--- config.mk ---
export PLATFORM = sky130hd
export DESIGN_NAME = tsp_parser
export DESIGN_NICKNAME = d
export VERILOG_FILES = /design/src/inc/tsp_pkg.sv /design/src/hdl/tsp_parser.sv
export SDC_FILE = /design/constraint.sdc
export NUM_CORES = 2
export LEC_CHECK = 0
export ABC_AREA = 1
export BUFFER_PORTS_ARGS = -buffer_cell sky130_fd_sc_hd__buf_2
export CORE_MARGIN = 2
export CORE_UTILIZATION = 60
export CTS_CLUSTER_SIZE = 20
export DETAILED_ROUTE_END_ITERATION = 6
export GPL_TIMING_DRIVEN = 1
export PLACE_DENSITY = 0.82
export SLEW_MARGIN = 0
export SYNTH_ARGS = -nofsm -noshare
export SYNTH_HDL_FRONTEND = slang
export SYNTH_SLANG_ARGS = --single-unit
--- constraint.sdc ---
create_clock -name clk -period 26.5 [get_ports clk]
set_input_delay 6.625 -clock clk [delete_from_list [all_inputs] [get_ports clk]]
set_output_delay 6.625 -clock clk [all_outputs]
set_load 0.01 [all_outputs]
--- src/inc/tsp_pkg.sv ---
// Package: constants, encodings and carriers of the frame side-information parser
package tsp_pkg;

  // ==========================================================================
  // Sizes and value widths
  localparam int MAX_TILES = 4;
  localparam int MAX_BANDS = 12;
  localparam int MAX_ORDER = 8;
  localparam int COEF_W    = 4;
  localparam int SF_W      = 10;
  localparam int VAL_W     = 12;

  // ==========================================================================
  // Register offsets (byte addresses) and field positions
  localparam logic [3:0] REG_CTRL   = 4'h0;
  localparam logic [3:0] REG_CFG    = 4'h4;
  localparam logic [3:0] REG_GEOM   = 4'h8;
  localparam logic [3:0] REG_STAT   = 4'hC;
  localparam int CTRL_GO       = 0;
  localparam int CFG_INDEP     = 0;
  localparam int CFG_TWO_OK    = 1;
  localparam int CFG_PREV_PRED = 2;
  localparam int CFG_ENV       = 3;
  localparam int CFG_LTP       = 4;
  localparam int CFG_LTP_LOW   = 5;
  localparam int CFG_BW        = 6;
  localparam int CFG_SPLIT     = 8;
  localparam int CFG_CT        = 10;
  localparam int GEOM_RATE     = 0;
  localparam int GEOM_TILES    = 12;
  localparam int GEOM_BANDS    = 16;
  localparam logic [31:0] CFG_RST  = 32'h0000_0000;
  localparam logic [31:0] GEOM_RST = 32'h000C_40F4;

  // ==========================================================================
  // Harmonic-model rates in 0.1 kbps, coder types
  localparam logic [9:0] RATE_0 = 10'h060;
  localparam logic [9:0] RATE_1 = 10'h084;
  localparam logic [9:0] RATE_2 = 10'h0A4;
  localparam logic [9:0] RATE_3 = 10'h0F4;
  localparam logic [9:0] RATE_4 = 10'h140;
  localparam logic [9:0] RATE_5 = 10'h1E0;
  localparam logic [1:0] CT_VOICED  = 2'h1;
  localparam logic [1:0] CT_GENERIC = 2'h2;

  // ==========================================================================
  // Field widths, escape values, separation bounds
  localparam logic [3:0] ONE_BIT      = 4'h1;
  localparam logic [3:0] HM_IDX_BITS  = 4'h8;
  localparam logic [3:0] HM_MUL_BITS  = 4'h2;
  localparam logic [3:0] HM_GAIN_BITS = 4'h2;
  localparam logic [3:0] LSB_BITS     = 4'h2;
  localparam logic [3:0] E4_BITS      = 4'h4;
  localparam logic [3:0] E6_BITS      = 4'h6;
  localparam logic [3:0] E7_BITS      = 4'h7;
  localparam logic [7:0] E4_ESC       = 8'h0F;
  localparam logic [7:0] E6_ESC       = 8'h3F;
  localparam logic [4:0] SYM_LAST     = 5'h1A;
  localparam logic signed [VAL_W-1:0] LOWER_SEP = -12'sh00C;
  localparam logic signed [VAL_W-1:0] UPPER_SEP = 12'sh00C;
  localparam logic signed [VAL_W-1:0] CTX_LIM   = 12'sh003;

  // ==========================================================================
  // Table classes for scale-factor symbols
  localparam logic [3:0] TAB_SE00 = 4'h0;
  localparam logic [3:0] TAB_SE01 = 4'h1;
  localparam logic [3:0] TAB_SE02 = 4'h2;
  localparam logic [3:0] TAB_SE10 = 4'h3;
  localparam logic [3:0] TAB_SE11 = 4'h4;

  typedef enum logic [1:0] {LONG_FRAME_SPLIT, HALF_FRAME_SPLIT, QUARTER_FRAME_SPLIT} tsp_split_t;
  typedef enum logic [2:0] {SV_AD_BIT, SV_AD_SYM, SV_AD_INIT, SV_AD_FLUSH,
                            SV_VLC_ORDER, SV_VLC_COEF} tsp_cmd_t;
  typedef enum logic [4:0] {ST_IDLE, ST_RD, ST_AD_RD, ST_SV, ST_TNS_ON, ST_TNS_CNT,
                            ST_TNS_ORD, ST_TNS_COEF, ST_TNS_END, ST_HM_CHK, ST_HM_FLAG,
                            ST_HM_INT, ST_HM_GAIN, ST_WL_CHK, ST_WL_REUSE, ST_WL_LVL,
                            ST_WL_LVL2, ST_WL_NEXT, ST_WL_MODE, ST_WL_SAVE, ST_FLAT,
                            ST_ZERO, ST_SF_REQ, ST_SF_SYM, ST_SF_LSB, ST_SF_E4,
                            ST_SF_E6, ST_SF_E7, ST_SF_END, ST_SUB_END} tsp_state_e_t;

  // Request to the shared symbol service and its answer
  typedef struct packed {
    logic       req;
    tsp_cmd_t   cmd;
    logic [3:0] tab_a;
    logic [7:0] tab_b;
  } tsp_svreq_t;
  typedef struct packed {
    logic              ack;
    logic [7:0]        value;
    logic signed [7:0] offset;
  } tsp_svans_t;

  // Decoded side information of one frame
  typedef struct packed {
    logic [1:0]                              tns_active;
    logic [1:0][3:0]                         tns_order;
    logic [1:0][MAX_ORDER-1:0][COEF_W-1:0]   tns_coef;
    logic                                    hm_on;
    logic [7:0]                              hm_interval;
    logic [1:0]                              hm_gain;
    logic [1:0][MAX_TILES-1:0][1:0]          wl;
    logic [1:0]                              flat;
    logic [1:0]                              zero;
    logic [1:0][MAX_BANDS-1:0][SF_W-1:0]     sf;
  } tsp_result_t;

  typedef struct packed {
    tsp_state_e_t                   st;
    tsp_state_e_t                   ret;
    logic [3:0]                     need;
    logic [7:0]                     acc;
    logic signed [7:0]              off;
    logic [3:0]                     k;
    logic [3:0]                     ord;
    logic                           sub;
    logic                           filt;
    logic                           nfilt;
    logic                           hi_side;
    logic                           sf_t;
    logic                           busy;
    logic                           done;
    logic                           br_req;
    tsp_svreq_t                     sv;
    logic [MAX_TILES-1:0][1:0]      prev_wl;
    logic [MAX_BANDS-1:0][SF_W-1:0] prev_sf;
    tsp_result_t                    res;
    logic [31:0]                    cfg;
    logic [31:0]                    geom;
    logic [31:0]                    rdata;
  } tsp_state_t;

endpackage
--- src/hdl/tsp_parser.sv ---
// Side-information parser: shaping filter, harmonic model, band-extension data
`timescale 1ns/10ps
// ============================================================================
// How it works
// - Read one shaping-filter on/off bit
// - Extra bit picks one or two filters
// - Each filter: variable-length order, then coefficients
// - One filter received: second filter inactive
// - Two filters, first order1 coef0: first disabled
// - Harmonic model off: rate, predictive, coder type
// - Harmonic flag read; interval only when set
// - No pitch or low gain: 8-bit interval
// - Envelope coding and voiced: 2-bit gain
// - Whitening levels: reuse, tile0, copy or individual
// - Level prefix code: 0=1, 11=2, 10=0
// - Flatness bit follows whitening levels
// - Half split: both sub-frames buffered by index
// - Zero flag clears scale factors and state
// - Raw value built MSB first from coded bits
// - Inner symbol: minus one, bound, table offset
// - Edge symbols escape with 4, 6, 7 bits
// - Band 0 without prediction: symbol*4 plus LSBs
// - Predictor state: selector and previous vector
// - Coder initialised before, flushed after vector
// ============================================================================
module tsp_parser
  import tsp_pkg::*;
(
  // Clock and reset
  input  wire logic        clk,
  input  wire logic        rst,
  // Register port
  input  wire logic [3:0]  reg_addr,
  input  wire logic [31:0] reg_wdata,
  input  wire logic        reg_wr,
  input  wire logic        reg_rd,
  output logic      [31:0] reg_rdata,
  // Bit reader
  output logic             br_req,
  input  wire logic        br_valid,
  input  wire logic        br_bit,
  // Symbol service (arithmetic core and code tables)
  output tsp_svreq_t       sv_req,
  input  wire tsp_svans_t  sv_ans,
  // Decoded results
  output tsp_result_t      result,
  output logic             busy
);

  tsp_state_t q;
  tsp_state_t n;

  // ==========================================================================
  // Configuration fields and working signals
  logic                        indep;
  logic                        env;
  logic                        voiced;
  logic                        hm_off;
  logic                        sf_t_eff;
  logic                        fin;
  logic                        adv;
  logic                        go;
  tsp_split_t                  split;
  logic [3:0]                  tiles;
  logic [3:0]                  bands;
  logic [9:0]                  rate;
  logic [3:0]                  km1;
  logic [3:0]                  km2;
  logic [7:0]                  extra;
  logic signed [VAL_W-1:0]     gm1;
  logic signed [VAL_W-1:0]     gm2;
  logic signed [VAL_W-1:0]     pv;
  logic signed [VAL_W-1:0]     pvm1;
  logic signed [VAL_W-1:0]     pred;
  logic signed [VAL_W-1:0]     xval;
  logic [3:0]                  sf_cls;
  logic [7:0]                  sf_tab;

  assign indep  = q.cfg[CFG_INDEP];
  assign env    = q.cfg[CFG_ENV];
  assign voiced = q.cfg[CFG_CT+:2] == CT_VOICED;
  assign split  = tsp_split_t'(q.cfg[CFG_SPLIT+:2]);
  assign rate   = q.geom[GEOM_RATE+:10];
  assign tiles  = {1'b0, q.geom[GEOM_TILES+:3]};
  assign bands  = q.geom[GEOM_BANDS+:4];
  assign go     = reg_wr && reg_addr == REG_CTRL && reg_wdata[CTRL_GO] && !q.busy;

  // Harmonic model is skipped silently, no flag bit is spent
  assign hm_off = !(rate == RATE_0 || rate == RATE_1 || rate == RATE_2 ||
                    rate == RATE_3 || rate == RATE_4 || rate == RATE_5) ||
                  q.cfg[CFG_PREV_PRED] ||
                  (env && !voiced && q.cfg[CFG_CT+:2] != CT_GENERIC);

  // ==========================================================================
  // Scale-factor prediction and context
  assign sf_t_eff = q.sf_t && !indep;
  assign km1  = (q.k == 4'h0) ? 4'h0 : q.k - 4'h1;
  assign km2  = (q.k < 4'h2) ? 4'h0 : q.k - 4'h2;
  assign gm1  = VAL_W'($signed(q.res.sf[q.sub][km1]));
  assign gm2  = VAL_W'($signed(q.res.sf[q.sub][km2]));
  assign pv   = VAL_W'($signed(q.prev_sf[q.k]));
  assign pvm1 = VAL_W'($signed(q.prev_sf[km1]));

  // Clamped neighbour difference, shifted to a table index
  function automatic logic [3:0] qctx(input logic signed [VAL_W-1:0] d);
    logic signed [VAL_W-1:0] c;
    c = (d > CTX_LIM) ? CTX_LIM : (d < -CTX_LIM) ? -CTX_LIM : d;
    return 4'(c + CTX_LIM);
  endfunction

  // Predictor and table choice per band
  always_comb
  begin
    pred   = gm1;
    sf_tab = 8'h00;
    if (!sf_t_eff)
    begin
      sf_cls = (q.k == 4'h0) ? TAB_SE00 : (q.k == 4'h1) ? TAB_SE01 : TAB_SE02;
      if (q.k >= 4'h2)
        sf_tab = {4'h0, qctx(gm1 - gm2)};
    end
    else if (q.k == 4'h0)
    begin
      sf_cls = TAB_SE10;
      pred   = pv;
    end
    else
    begin
      sf_cls = TAB_SE11;
      pred   = pv + gm1 - pvm1;
      sf_tab = {qctx(gm1 - pvm1), qctx(pv - pvm1)};
    end
  end

  // ==========================================================================
  // Helpers that launch a field read or a service request
  function automatic tsp_state_t rd(input tsp_state_t s, input tsp_state_e_t r,
                                    input logic [3:0] cnt, input logic ad);
    tsp_state_t o;
    o        = s;
    o.st     = ad ? ST_AD_RD : ST_RD;
    o.ret    = r;
    o.need   = cnt;
    o.acc    = 8'h00;
    o.sv.cmd = SV_AD_BIT;
    return o;
  endfunction

  function automatic tsp_state_t svc(input tsp_state_t s, input tsp_state_e_t r,
                                     input tsp_cmd_t c, input logic [3:0] a,
                                     input logic [7:0] b);
    tsp_state_t o;
    o          = s;
    o.st       = ST_SV;
    o.ret      = r;
    o.sv.cmd   = c;
    o.sv.tab_a = a;
    o.sv.tab_b = b;
    return o;
  endfunction

  // ==========================================================================
  // Next-state logic: register port and parser sequence
  always_comb
  begin
    n       = q;
    fin     = 1'b0;
    adv     = 1'b0;
    xval    = '0;
    extra   = 8'h00;
    n.rdata = 32'h0000_0000;
    // Config writes act live; software keeps them still while busy
    if (reg_wr && reg_addr == REG_CFG)
      n.cfg = reg_wdata;
    if (reg_wr && reg_addr == REG_GEOM)
      n.geom = reg_wdata;
    if (reg_rd)
    begin
      unique case (reg_addr)
        REG_CFG:  n.rdata = q.cfg;
        REG_GEOM: n.rdata = q.geom;
        REG_STAT: n.rdata = {12'h000, q.res.zero, q.res.flat, q.res.tns_active,
                             q.res.hm_on, q.sub, 3'h0, q.st, 2'h0, q.done, q.busy};
        default:  n.rdata = 32'h0000_0000;
      endcase
    end
    unique case (q.st)
      ST_IDLE:
        if (go)
        begin
          n.res  = '0;
          n.busy = 1'b1;
          n.done = 1'b0;
          n.sub  = 1'b0;
          n      = rd(n, ST_TNS_ON, ONE_BIT, 1'b0);
        end
      // Bits come in stream order from the reader
      ST_RD:
        if (br_valid)
        begin
          n.acc  = {q.acc[6:0], br_bit};
          n.need = q.need - 4'h1;
          if (q.need == 4'h1)
            n.st = q.ret;
        end
      ST_AD_RD:
        if (sv_ans.ack)
        begin
          n.acc  = {q.acc[6:0], sv_ans.value[0]};
          n.need = q.need - 4'h1;
          if (q.need == 4'h1)
            n.st = q.ret;
        end
      ST_SV:
        if (sv_ans.ack)
        begin
          n.acc = sv_ans.value;
          n.off = sv_ans.offset;
          n.st  = q.ret;
        end
      ST_TNS_ON:
        if (!q.acc[0])
          n.st = ST_HM_CHK;
        else if (q.cfg[CFG_TWO_OK])
          n = rd(n, ST_TNS_CNT, ONE_BIT, 1'b0);
        else
        begin
          n.nfilt = 1'b0;
          n.filt  = 1'b0;
          n = svc(n, ST_TNS_ORD, SV_VLC_ORDER, {1'b0, q.cfg[CFG_BW], split}, 8'h00);
        end
      ST_TNS_CNT:
      begin
        n.nfilt = q.acc[0];
        n.filt  = 1'b0;
        n = svc(n, ST_TNS_ORD, SV_VLC_ORDER, {1'b0, q.cfg[CFG_BW], split}, 8'h00);
      end
      ST_TNS_ORD:
      begin
        n.ord = (q.acc > 8'(MAX_ORDER)) ? 4'(MAX_ORDER) : q.acc[3:0];
        n.res.tns_order[q.filt] = n.ord;
        n.k = 4'h0;
        if (n.ord == 4'h0)
          n.st = ST_TNS_END;
        else
          n = svc(n, ST_TNS_COEF, SV_VLC_COEF, {1'b0, q.cfg[CFG_BW], split}, 8'h00);
      end
      ST_TNS_COEF:
      begin
        n.res.tns_coef[q.filt][q.k[2:0]] = q.acc[COEF_W-1:0];
        if (q.k + 4'h1 < q.ord)
        begin
          n.k = q.k + 4'h1;
          n = svc(n, ST_TNS_COEF, SV_VLC_COEF, {1'b0, q.cfg[CFG_BW], split},
                  {4'h0, n.k});
        end
        else
          n.st = ST_TNS_END;
      end
      ST_TNS_END:
        if (q.filt != q.nfilt)
        begin
          n.filt = 1'b1;
          n = svc(n, ST_TNS_ORD, SV_VLC_ORDER, {1'b0, q.cfg[CFG_BW], split}, 8'h00);
        end
        else
        begin
          n.st = ST_HM_CHK;
          if (!q.nfilt)
            n.res.tns_active = 2'b01;
          else if (q.res.tns_order[0] == 4'h1 && q.res.tns_coef[0][0] == '0)
            n.res.tns_active = 2'b10;
          else
            n.res.tns_active = 2'b11;
        end
      ST_HM_CHK:
        if (hm_off)
          n.st = ST_WL_CHK;
        else
          n = rd(n, ST_HM_FLAG, ONE_BIT, 1'b0);
      ST_HM_FLAG:
      begin
        n.res.hm_on = q.acc[0];
        if (!q.acc[0])
          n.st = ST_WL_CHK;
        else if (!q.cfg[CFG_LTP] || q.cfg[CFG_LTP_LOW])
          n = rd(n, ST_HM_INT, HM_IDX_BITS, 1'b0);
        else
          n = rd(n, ST_HM_INT, HM_MUL_BITS, 1'b0);
      end
      ST_HM_INT:
      begin
        n.res.hm_interval = q.acc;
        if (env && voiced)
          n = rd(n, ST_HM_GAIN, HM_GAIN_BITS, 1'b0);
        else
          n.st = ST_WL_CHK;
      end
      ST_HM_GAIN:
      begin
        n.res.hm_gain = q.acc[1:0];
        n.st = ST_WL_CHK;
      end
      // Independent frames skip the reuse bit
      ST_WL_CHK:
      begin
        n.k = 4'h0;
        n = rd(n, indep ? ST_WL_LVL : ST_WL_REUSE, ONE_BIT, 1'b0);
      end
      ST_WL_REUSE:
        if (q.acc[0])
        begin
          n.res.wl[q.sub] = q.prev_wl;
          n.st = ST_WL_SAVE;
        end
        else
          n = rd(n, ST_WL_LVL, ONE_BIT, 1'b0);
      ST_WL_LVL:
        if (!q.acc[0])
        begin
          n.res.wl[q.sub][q.k[1:0]] = 2'h1;
          n.st = ST_WL_NEXT;
        end
        else
          n = rd(n, ST_WL_LVL2, ONE_BIT, 1'b0);
      ST_WL_LVL2:
      begin
        n.res.wl[q.sub][q.k[1:0]] = q.acc[0] ? 2'h2 : 2'h0;
        n.st = ST_WL_NEXT;
      end
      ST_WL_NEXT:
        if (q.k == 4'h0)
          n = rd(n, ST_WL_MODE, ONE_BIT, 1'b0);
        else if (q.k + 4'h1 < tiles)
        begin
          n.k = q.k + 4'h1;
          n = rd(n, ST_WL_LVL, ONE_BIT, 1'b0);
        end
        else
          n.st = ST_WL_SAVE;
      ST_WL_MODE:
        if (q.acc[0] && tiles > 4'h1)
        begin
          n.k = 4'h1;
          n = rd(n, ST_WL_LVL, ONE_BIT, 1'b0);
        end
        else
        begin
          for (int i = 1; i < MAX_TILES; i++)
            if (!q.acc[0])
              n.res.wl[q.sub][i] = q.res.wl[q.sub][0];
          n.st = ST_WL_SAVE;
        end
      ST_WL_SAVE:
      begin
        n.prev_wl = q.res.wl[q.sub];
        n = rd(n, ST_FLAT, ONE_BIT, 1'b0);
      end
      ST_FLAT:
      begin
        n.res.flat[q.sub] = q.acc[0];
        n = rd(n, ST_ZERO, ONE_BIT, 1'b0);
      end
      ST_ZERO:
      begin
        n.res.zero[q.sub] = q.acc[0];
        n.k = 4'h0;
        if (q.acc[0])
        begin
          n.res.sf[q.sub] = '0;
          n.prev_sf = '0;
          n.sf_t = 1'b0;
          n.st = ST_SUB_END;
        end
        else
          n = svc(n, ST_SF_REQ, SV_AD_INIT, 4'h0, 8'h00);
      end
      ST_SF_REQ:
        n = svc(n, ST_SF_SYM, SV_AD_SYM, sf_cls, sf_tab);
      ST_SF_SYM:
        if (!sf_t_eff && q.k == 4'h0)
        begin
          n.res.sf[q.sub][0] = SF_W'({q.acc, 2'b00});
          n = rd(n, ST_SF_LSB, LSB_BITS, 1'b1);
        end
        else if (q.acc[4:0] != 5'h00 && q.acc[4:0] != SYM_LAST)
        begin
          fin  = 1'b1;
          xval = VAL_W'(q.acc) - 12'sh001 + LOWER_SEP;
        end
        else
        begin
          n.hi_side = q.acc[4:0] == SYM_LAST;
          n = rd(n, ST_SF_E4, E4_BITS, 1'b1);
        end
      ST_SF_LSB:
      begin
        n.res.sf[q.sub][0] = q.res.sf[q.sub][0] + SF_W'(q.acc[1:0]);
        adv = 1'b1;
      end
      ST_SF_E4:
        if (q.acc == E4_ESC)
          n = rd(n, ST_SF_E6, E6_BITS, 1'b1);
        else
        begin
          fin   = 1'b1;
          extra = q.acc;
        end
      ST_SF_E6:
        if (q.acc == E6_ESC)
          n = rd(n, ST_SF_E7, E7_BITS, 1'b1);
        else
        begin
          fin   = 1'b1;
          extra = E4_ESC + q.acc;
        end
      ST_SF_E7:
      begin
        fin   = 1'b1;
        extra = E4_ESC + E6_ESC + q.acc;
      end
      ST_SF_END:
      begin
        n.prev_sf = q.res.sf[q.sub];
        n.sf_t = 1'b1;
        n = svc(n, ST_SUB_END, SV_AD_FLUSH, 4'h0, 8'h00);
      end
      // Half split parses the second sub-frame into slot one
      ST_SUB_END:
        if (split == HALF_FRAME_SPLIT && !q.sub)
        begin
          n.sub = 1'b1;
          n.st = ST_WL_CHK;
        end
        else
        begin
          n.busy = 1'b0;
          n.done = 1'b1;
          n.st = ST_IDLE;
        end
    endcase
    // Escape results land beyond the separation bounds
    if (fin && q.st != ST_SF_SYM)
      xval = q.hi_side ? UPPER_SEP + 12'sh001 + VAL_W'(extra)
                       : LOWER_SEP - 12'sh001 - VAL_W'(extra);
    if (fin)
    begin
      n.res.sf[q.sub][q.k] = SF_W'(pred + xval - VAL_W'(q.off));
      adv = 1'b1;
    end
    if (adv)
    begin
      if (q.k + 4'h1 < bands)
      begin
        n.k  = q.k + 4'h1;
        n.st = ST_SF_REQ;
      end
      else
        n.st = ST_SF_END;
    end
    // Request lines follow the wait state being entered
    n.br_req = n.st == ST_RD;
    n.sv.req = n.st == ST_SV || n.st == ST_AD_RD;
  end

  // ==========================================================================
  // State register
  always_ff @(posedge clk or posedge rst)
  begin
    if (rst)
    begin
      q      <= '0;
      q.cfg  <= CFG_RST;
      q.geom <= GEOM_RST;
    end
    else
      q <= n;
  end

  assign reg_rdata = q.rdata;
  assign br_req    = q.br_req;
  assign sv_req    = q.sv;
  assign result    = q.res;
  assign busy      = q.busy;

endmodule

=== Yosys cells after proc, flatten, opt, wreduce, memory -nomap -nowiden ===
Cells that the tools add are included.
Widths: inputs -> output; s select.

* Flip-flop bits (word level): 631
* Output and inout bits: 395
* Logic and storage cells: 511

* Add/subtract/negate cells: 21
* $lt $le $gt $ge: 25
* Equality and inequality tests: 81
* Mux-type cells: 170
* Bitwise logic cells: 30
* Reductions and logical operators: 89

{| class="wikitable"
|+ Operators with widths
! kind !! number
|-
| $pmux 226 s21 || 1
|-
| $mux 626 || 7
|-
| $mux 631 || 6
|-
| $pmux 240 s13 || 1
|-
| $pmux 96 s11 || 1
|-
| $mux 270 || 3
|-
| $bwmux 240 || 3
|-
| $mux 628 || 1
|-
| $mux 621 || 1
|-
| $mux 120 || 5
|-
| $mux 240 || 2
|-
| $demux 120 s1 || 3
|-
| $pmux 8 s17 || 2
|-
| $and 240x240->240 || 1
|-
| $not 240->240 || 1
|-
| $pmux 16 s15 || 1
|-
| $mux 185 || 1
|-
| $mux 16 || 11
|-
| $bmux 10 s4 || 4
|-
| $pmux 8 s20 || 1
|-
| $reduce_and 21->1 || 7
|-
| $mux 10 || 13
|-
| $mux 32 || 4
|-
| $pmux 5 s24 || 1
|-
| other kinds (107) || 335
|}

=== Longest topological paths before layout ===
* Depth after elaboration: 16
* Gate-level depth with buffers: 45

=== Least setup slack after synthesis ===
Ideal clock, no wire load.

* Kind: input port to flip-flop
* From: input port reg_addr[1]
* To: register q (netlist bit result[300])
* Data arrival time: 8.369 ns
* Required time: 26.355 ns
* Setup slack: 17.986 ns
* Stages: 13
* Path buffers: 1
* Cells stage by stage: nor2_1 inv_1 nor3_1 nand3_1 nand2_1 inv_1 nor4_2 nand4_1 a21oi_2 nand2_1 clkbuf_1 o21ai_0 a21oi_1

* Word-level cells in the longest chain between the ends: 6

{| class="wikitable"
|+ Ends and longest elaborated chain
! what !! line !! RTL
|-
| from (decl) || tsp_parser.sv:33 || <nowiki>input wire logic [3:0] reg_addr,</nowiki>
|-
| $logic_not 4->1 || tsp_parser.sv:86 || <nowiki>assign go = reg_wr && reg_addr == REG_CTRL && reg_wdata[CTRL_GO] && !q.busy;</nowiki>
|-
| $logic_and 1x1->1 (3 in a row) || tsp_parser.sv:86 ||
|-
| $ne 2x2->1 (no source line) || - ||
|-
| $reduce_and 21->1 (no source line) || - ||
|-
| to (signal assigned) || tsp_parser.sv:477 || <nowiki>q <= n;</nowiki>
|-
| to (decl) || tsp_parser.sv:50 || <nowiki>tsp_state_t q;</nowiki>
|}

No other way between the ends.
A chain may end at the register's enable or synchronous reset.

==> impl_table.tex <==
\begin{tabular}{lr}
\hline
Metric & Value \\
\hline
\multicolumn{2}{l}{\textbf{Clock network}} \\
\quad Clock tree from TritonCTS & done \\
\quad Resize count post-CTS & 0 \\
\quad Count of clock tree sinks & 630 \\
\quad Setup repair bufs after CTS & 0 \\
\quad Clock-pin slew on the worst setup and hold paths & roughly 0.06 ns \\
\quad Number of CTS-inserted buffers & around 70 \\
\quad CTS root buf & sky130\_fd\_sc\_hd\_\_clkbuf\_16 \\
\quad CTS hold repair buffers & 0 \\
\quad Maximum level of the CTS H-tree & 3 \\
\quad Longest Clk Path Bufs & 3 \\
\quad Clock latency on the worst-skew pair & around 0.67 ns \\
\multicolumn{2}{l}{\textbf{Route}} \\
\quad Count of TritonRoute iterations in the first routing pass & 7 \\
\quad Starting DRT DRC Count & between 6,000 and 7,000 \\
\quad Vias & around 40,000 \\
\quad Aggregate routed wire length & approximately 150,000 um \\
\quad Post-route ant nets & 0 \\
\quad Routed via count divided by cell count & approximately 6.5 \\
\quad Routed length per placed instance & about 25 um \\
\quad Drc violations & 17 \\
\multicolumn{2}{l}{\textbf{Floorplanning}} \\
\quad Row cnt & between 90 and 100 \\
\quad Horiz. Die Dim & 262 um \\
\quad Starting density of the core & 0.606 \\
\quad Total I/O pin count & between 400 and 500 \\
\quad Height of the die & approximately 260 um \\
\quad Core outline area & between 0.06 and 0.07 mm2 \\
\quad Die Area & slightly below 0.07 mm2 \\
\multicolumn{2}{l}{\textbf{Yosys}} \\
\quad Synthesized cell area & about 0.04 mm2 \\
\quad Number of synthesis warnings & 0 \\
\quad Syn\_nets & $\sim$5,400 \\
\quad Post-synth EDFFs & 0 \\
\quad Cell types with the largest area share after synthesis & sky130\_fd\_sc\_hd\_\_dfrtp\_1 39\%, sky130\_fd\_sc\_hd\_\_o21ai\_0 10\%, sky130\_fd\_sc\_hd\_\_nand2\_1 8.5\% \\
\quad Main synth FF type & sky130\_fd\_sc\_hd\_\_dfrtp\_1 \\
\quad Share of flip-flops with an asynchronous set or reset & 1.00 \\
\quad Average size of a mapped cell & between 7 and 8 um2 \\
\quad Top-area cell type share of the netlist area & 0.391 \\
\quad Count of different cell masters after synthesis & 65 \\
\quad Post-synthesis instance total & about 5,300 \\
\quad Post-synthesis sequential area ratio & 0.396 \\
\quad Number of storage elements in the synthesis netlist & 630 \\
\quad Cell taking the most area after synthesis & sky130\_fd\_sc\_hd\_\_dfrtp\_1 \\
\multicolumn{2}{l}{\textbf{GRT}} \\
\quad Overall track demand over capacity in global routing & 0.430 \\
\quad Aggregate global routing overflow & 0 \\
\quad Via count of the first global-routing pass & around 36,000 \\
\quad Antenna violations before repair & 4 \\
\quad Pin count of the biggest net entering global routing & 156 \\
\quad Global-route wire length before repair & about 220,000 um \\
\multicolumn{2}{l}{\textbf{Setup path}} \\
\quad Master of the slowest instance on the critical path & sky130\_fd\_sc\_hd\_\_buf\_4 \\
\quad Largest fanout on the critical path & 100 \\
\quad Highest cell delay on the worst timing path & between 0.8 and 0.9 ns \\
\quad Startpoint type of the worst setup path & register \\
\quad CP Capture Type & register \\
\quad Data arrival time of the critical path & a little over 10 ns \\
\quad Worst EP required & between 20 and 30 ns \\
\quad Type of the setup path with the least slack & register to register \\
\multicolumn{2}{l}{\textbf{STA}} \\
\quad Actual transition at the worst max-transition pin & 1.33 ns \\
\quad Max-Slew Margin vs Limit & 0.102 \\
\quad Setup Viol. Count Final & 0 \\
\quad Highest Clock Rate & 0.105 GHz \\
\quad Unrepaired setup endpoints after global routing & false \\
\quad Final Cycle Share & 0.360 \\
\quad Number of hold-slack violations in the final timing report & 0 \\
\quad Accumulated negative setup slack & 0 ns \\
\quad Post-Route Skew & roughly 0.042 ns \\
\quad Number of pins exceeding their max-slew limit in the final report & 0 \\
\quad Shortest clock period the worst path allows after layout & 9.53 ns \\
\multicolumn{2}{l}{\textbf{Placed design}} \\
\quad RePlAce Congestion & between 1 and 1.5 \\
\quad HPWL Detailed & around 110,000 um \\
\quad Buffers on Ports & approximately 450 \\
\multicolumn{2}{l}{\textbf{Cells and area}} \\
\quad Most frequent cells in the layout & 901 x sky130\_fd\_sc\_hd\_\_nand2\_1, 823 x sky130\_fd\_sc\_hd\_\_o21ai\_0, 620 x sky130\_fd\_sc\_hd\_\_dfrtp\_1 \\
\quad Footprint of the multi-input gates & 0.0181 mm2 \\
\quad Number of filler instances in the final layout & between 5,000 and 6,000 \\
\quad Fraction of final layout cells with drive strength greater than 1 & 0.140 \\
\quad Most common cell after layout, fill and taps aside & sky130\_fd\_sc\_hd\_\_nand2\_1 \\
\quad FF+latch area & approximately 0.016 mm2 \\
\quad Area added between synthesis and finish & 5.83\% \\
\quad Nets & around 5,300 \\
\multicolumn{2}{l}{\textbf{Job}} \\
\quad Count of max-cap constraint violations & 0 \\
\multicolumn{2}{l}{\textbf{Run status}} \\
\quad Status & complete, but fails checks \\
\quad Violations in the final reports & DRC \\
\multicolumn{2}{l}{\textbf{Worst hold path}} \\
\quad Worst Hold Class & register to register \\
\hline
\end{tabular}
==> critical path: cells and delay by family (launching register included) <==
kind	cells	cell delay [ns]
and+or+nand+nor	8	1.18
buffers and inverters	5	1.88
xor gates and xnor gates	3	0.87
AOI/OAI and AO/OA	10	2.74
DFF	1	0.69
adders and majority gates	5	1.98
==> sequential cells by signal (all words and copies together), names as in the netlist <==
name,cells
sv_req,15
q,230
br_req,1
busy,1
bands,4
indep,1
reg_rdata,32
env,1
result,345
==> metrics by stage <==
stage	setup WS, ns	cells	hold slack, ns	area, um2	utilization
detailed placement	16.60	5926	0.461	39600	0.602
floorplan	2.24	5252	0.442	39900	-
CTS	17.24	6058	0.475	42200	0.641
global placement	16.67	5926	0.450	39600	0.602
global route	16.70	6059	0.503	42200	0.641
finish	16.97	6060	0.477	42200	0.641
==> cell usage after synthesis (9+ instances only) <==
| library cell | number |
|---|---|
| sky130_fd_sc_hd__a31oi_1 | 10 |
| sky130_fd_sc_hd__o221ai_1 | 12 |
| sky130_fd_sc_hd__dfrtp_1 | 622 |
| sky130_fd_sc_hd__ha_1 | 83 |
| sky130_fd_sc_hd__nand2_1 | 905 |
| sky130_fd_sc_hd__xor2_1 | 43 |
| sky130_fd_sc_hd__a211oi_1 | 20 |
| sky130_fd_sc_hd__fa_1 | 22 |
| sky130_fd_sc_hd__buf_4 | 400 |
| sky130_fd_sc_hd__a21oi_1 | 393 |
| sky130_fd_sc_hd__a221oi_1 | 15 |
| sky130_fd_sc_hd__nand4_1 | 29 |
| sky130_fd_sc_hd__mux2i_1 | 18 |
| sky130_fd_sc_hd__o211ai_1 | 57 |
| sky130_fd_sc_hd__nor3_1 | 37 |
| sky130_fd_sc_hd__a22o_1 | 18 |
| sky130_fd_sc_hd__o31ai_1 | 9 |
| sky130_fd_sc_hd__nand3_1 | 382 |
| sky130_fd_sc_hd__buf_1 | 25 |
| sky130_fd_sc_hd__o2111ai_1 | 14 |
| sky130_fd_sc_hd__buf_2 | 25 |
| sky130_fd_sc_hd__nor2_4 | 22 |
| sky130_fd_sc_hd__inv_2 | 15 |
| sky130_fd_sc_hd__nor4_1 | 19 |
| sky130_fd_sc_hd__xnor2_1 | 18 |
| sky130_fd_sc_hd__o21ai_1 | 26 |
| sky130_fd_sc_hd__o22ai_1 | 82 |
| sky130_fd_sc_hd__o21ai_0 | 823 |
| sky130_fd_sc_hd__nor2_1 | 235 |
| sky130_fd_sc_hd__a32oi_1 | 10 |
| sky130_fd_sc_hd__clkbuf_1 | 243 |
| sky130_fd_sc_hd__inv_1 | 506 |
==> worst paths after layout <==
check | cells past startpoint | startpoint | slack (ns) | end
max | 31 | q[600] | 16.97 | result[79]
min | 2 | sv_req[9] | 0.48 | sv_req[9]
max reg2reg | 31 | q[600] | 16.97 | result[79]
min reg2reg | 2 | sv_req[9] | 0.48 | sv_req[9]
max in group asynchronous | 5 | rst | 17.30 | q[448]
min in group asynchronous | 2 | rst | 6.18 | result[284]
==> layer usage <==
metal,share of wire,vias up,GRT usage
met5,0.000086,-,0
met4,0.061,2,0.220
met3,0.15,631,0.160
met2,0.41,3027,0.613
met1,0.37,18600,0.574
li1,-,17000,-
==> final cells by class <==
| cell class | instances | area share |
|---|---|---|
| sequential | 630 | 0.374 |
| clock buffer | 97 | 0.0485 |
| inverter | 529 | 0.0473 |
| clock inverter | 35 | 0.0125 |
| multi-input combinational | 3398 | 0.428 |
| timing repair buffer | 505 | 0.0637 |
| tap | 864 | 0.0256 |
| antenna | 2 | 0.000119 |
==> cells by family after synthesis <==
kind of cell             count (synthesis)  synth area share
AO/OA/AOI/OAI                         1540             0.213
XOR/XNOR                                61            0.0134
adder cells (fa/ha/maj)                105            0.0371
buffers and inverters                 1224             0.154
flip-flops                             630             0.396
multiplexers                            20           0.00509
other                                    1         0.0000941
AND/OR/NAND/NOR                       1671             0.182
Power is left out: the tool's default activity adds up to more than one toggle a clock period on the data nets, which glitch-free logic cannot reach.
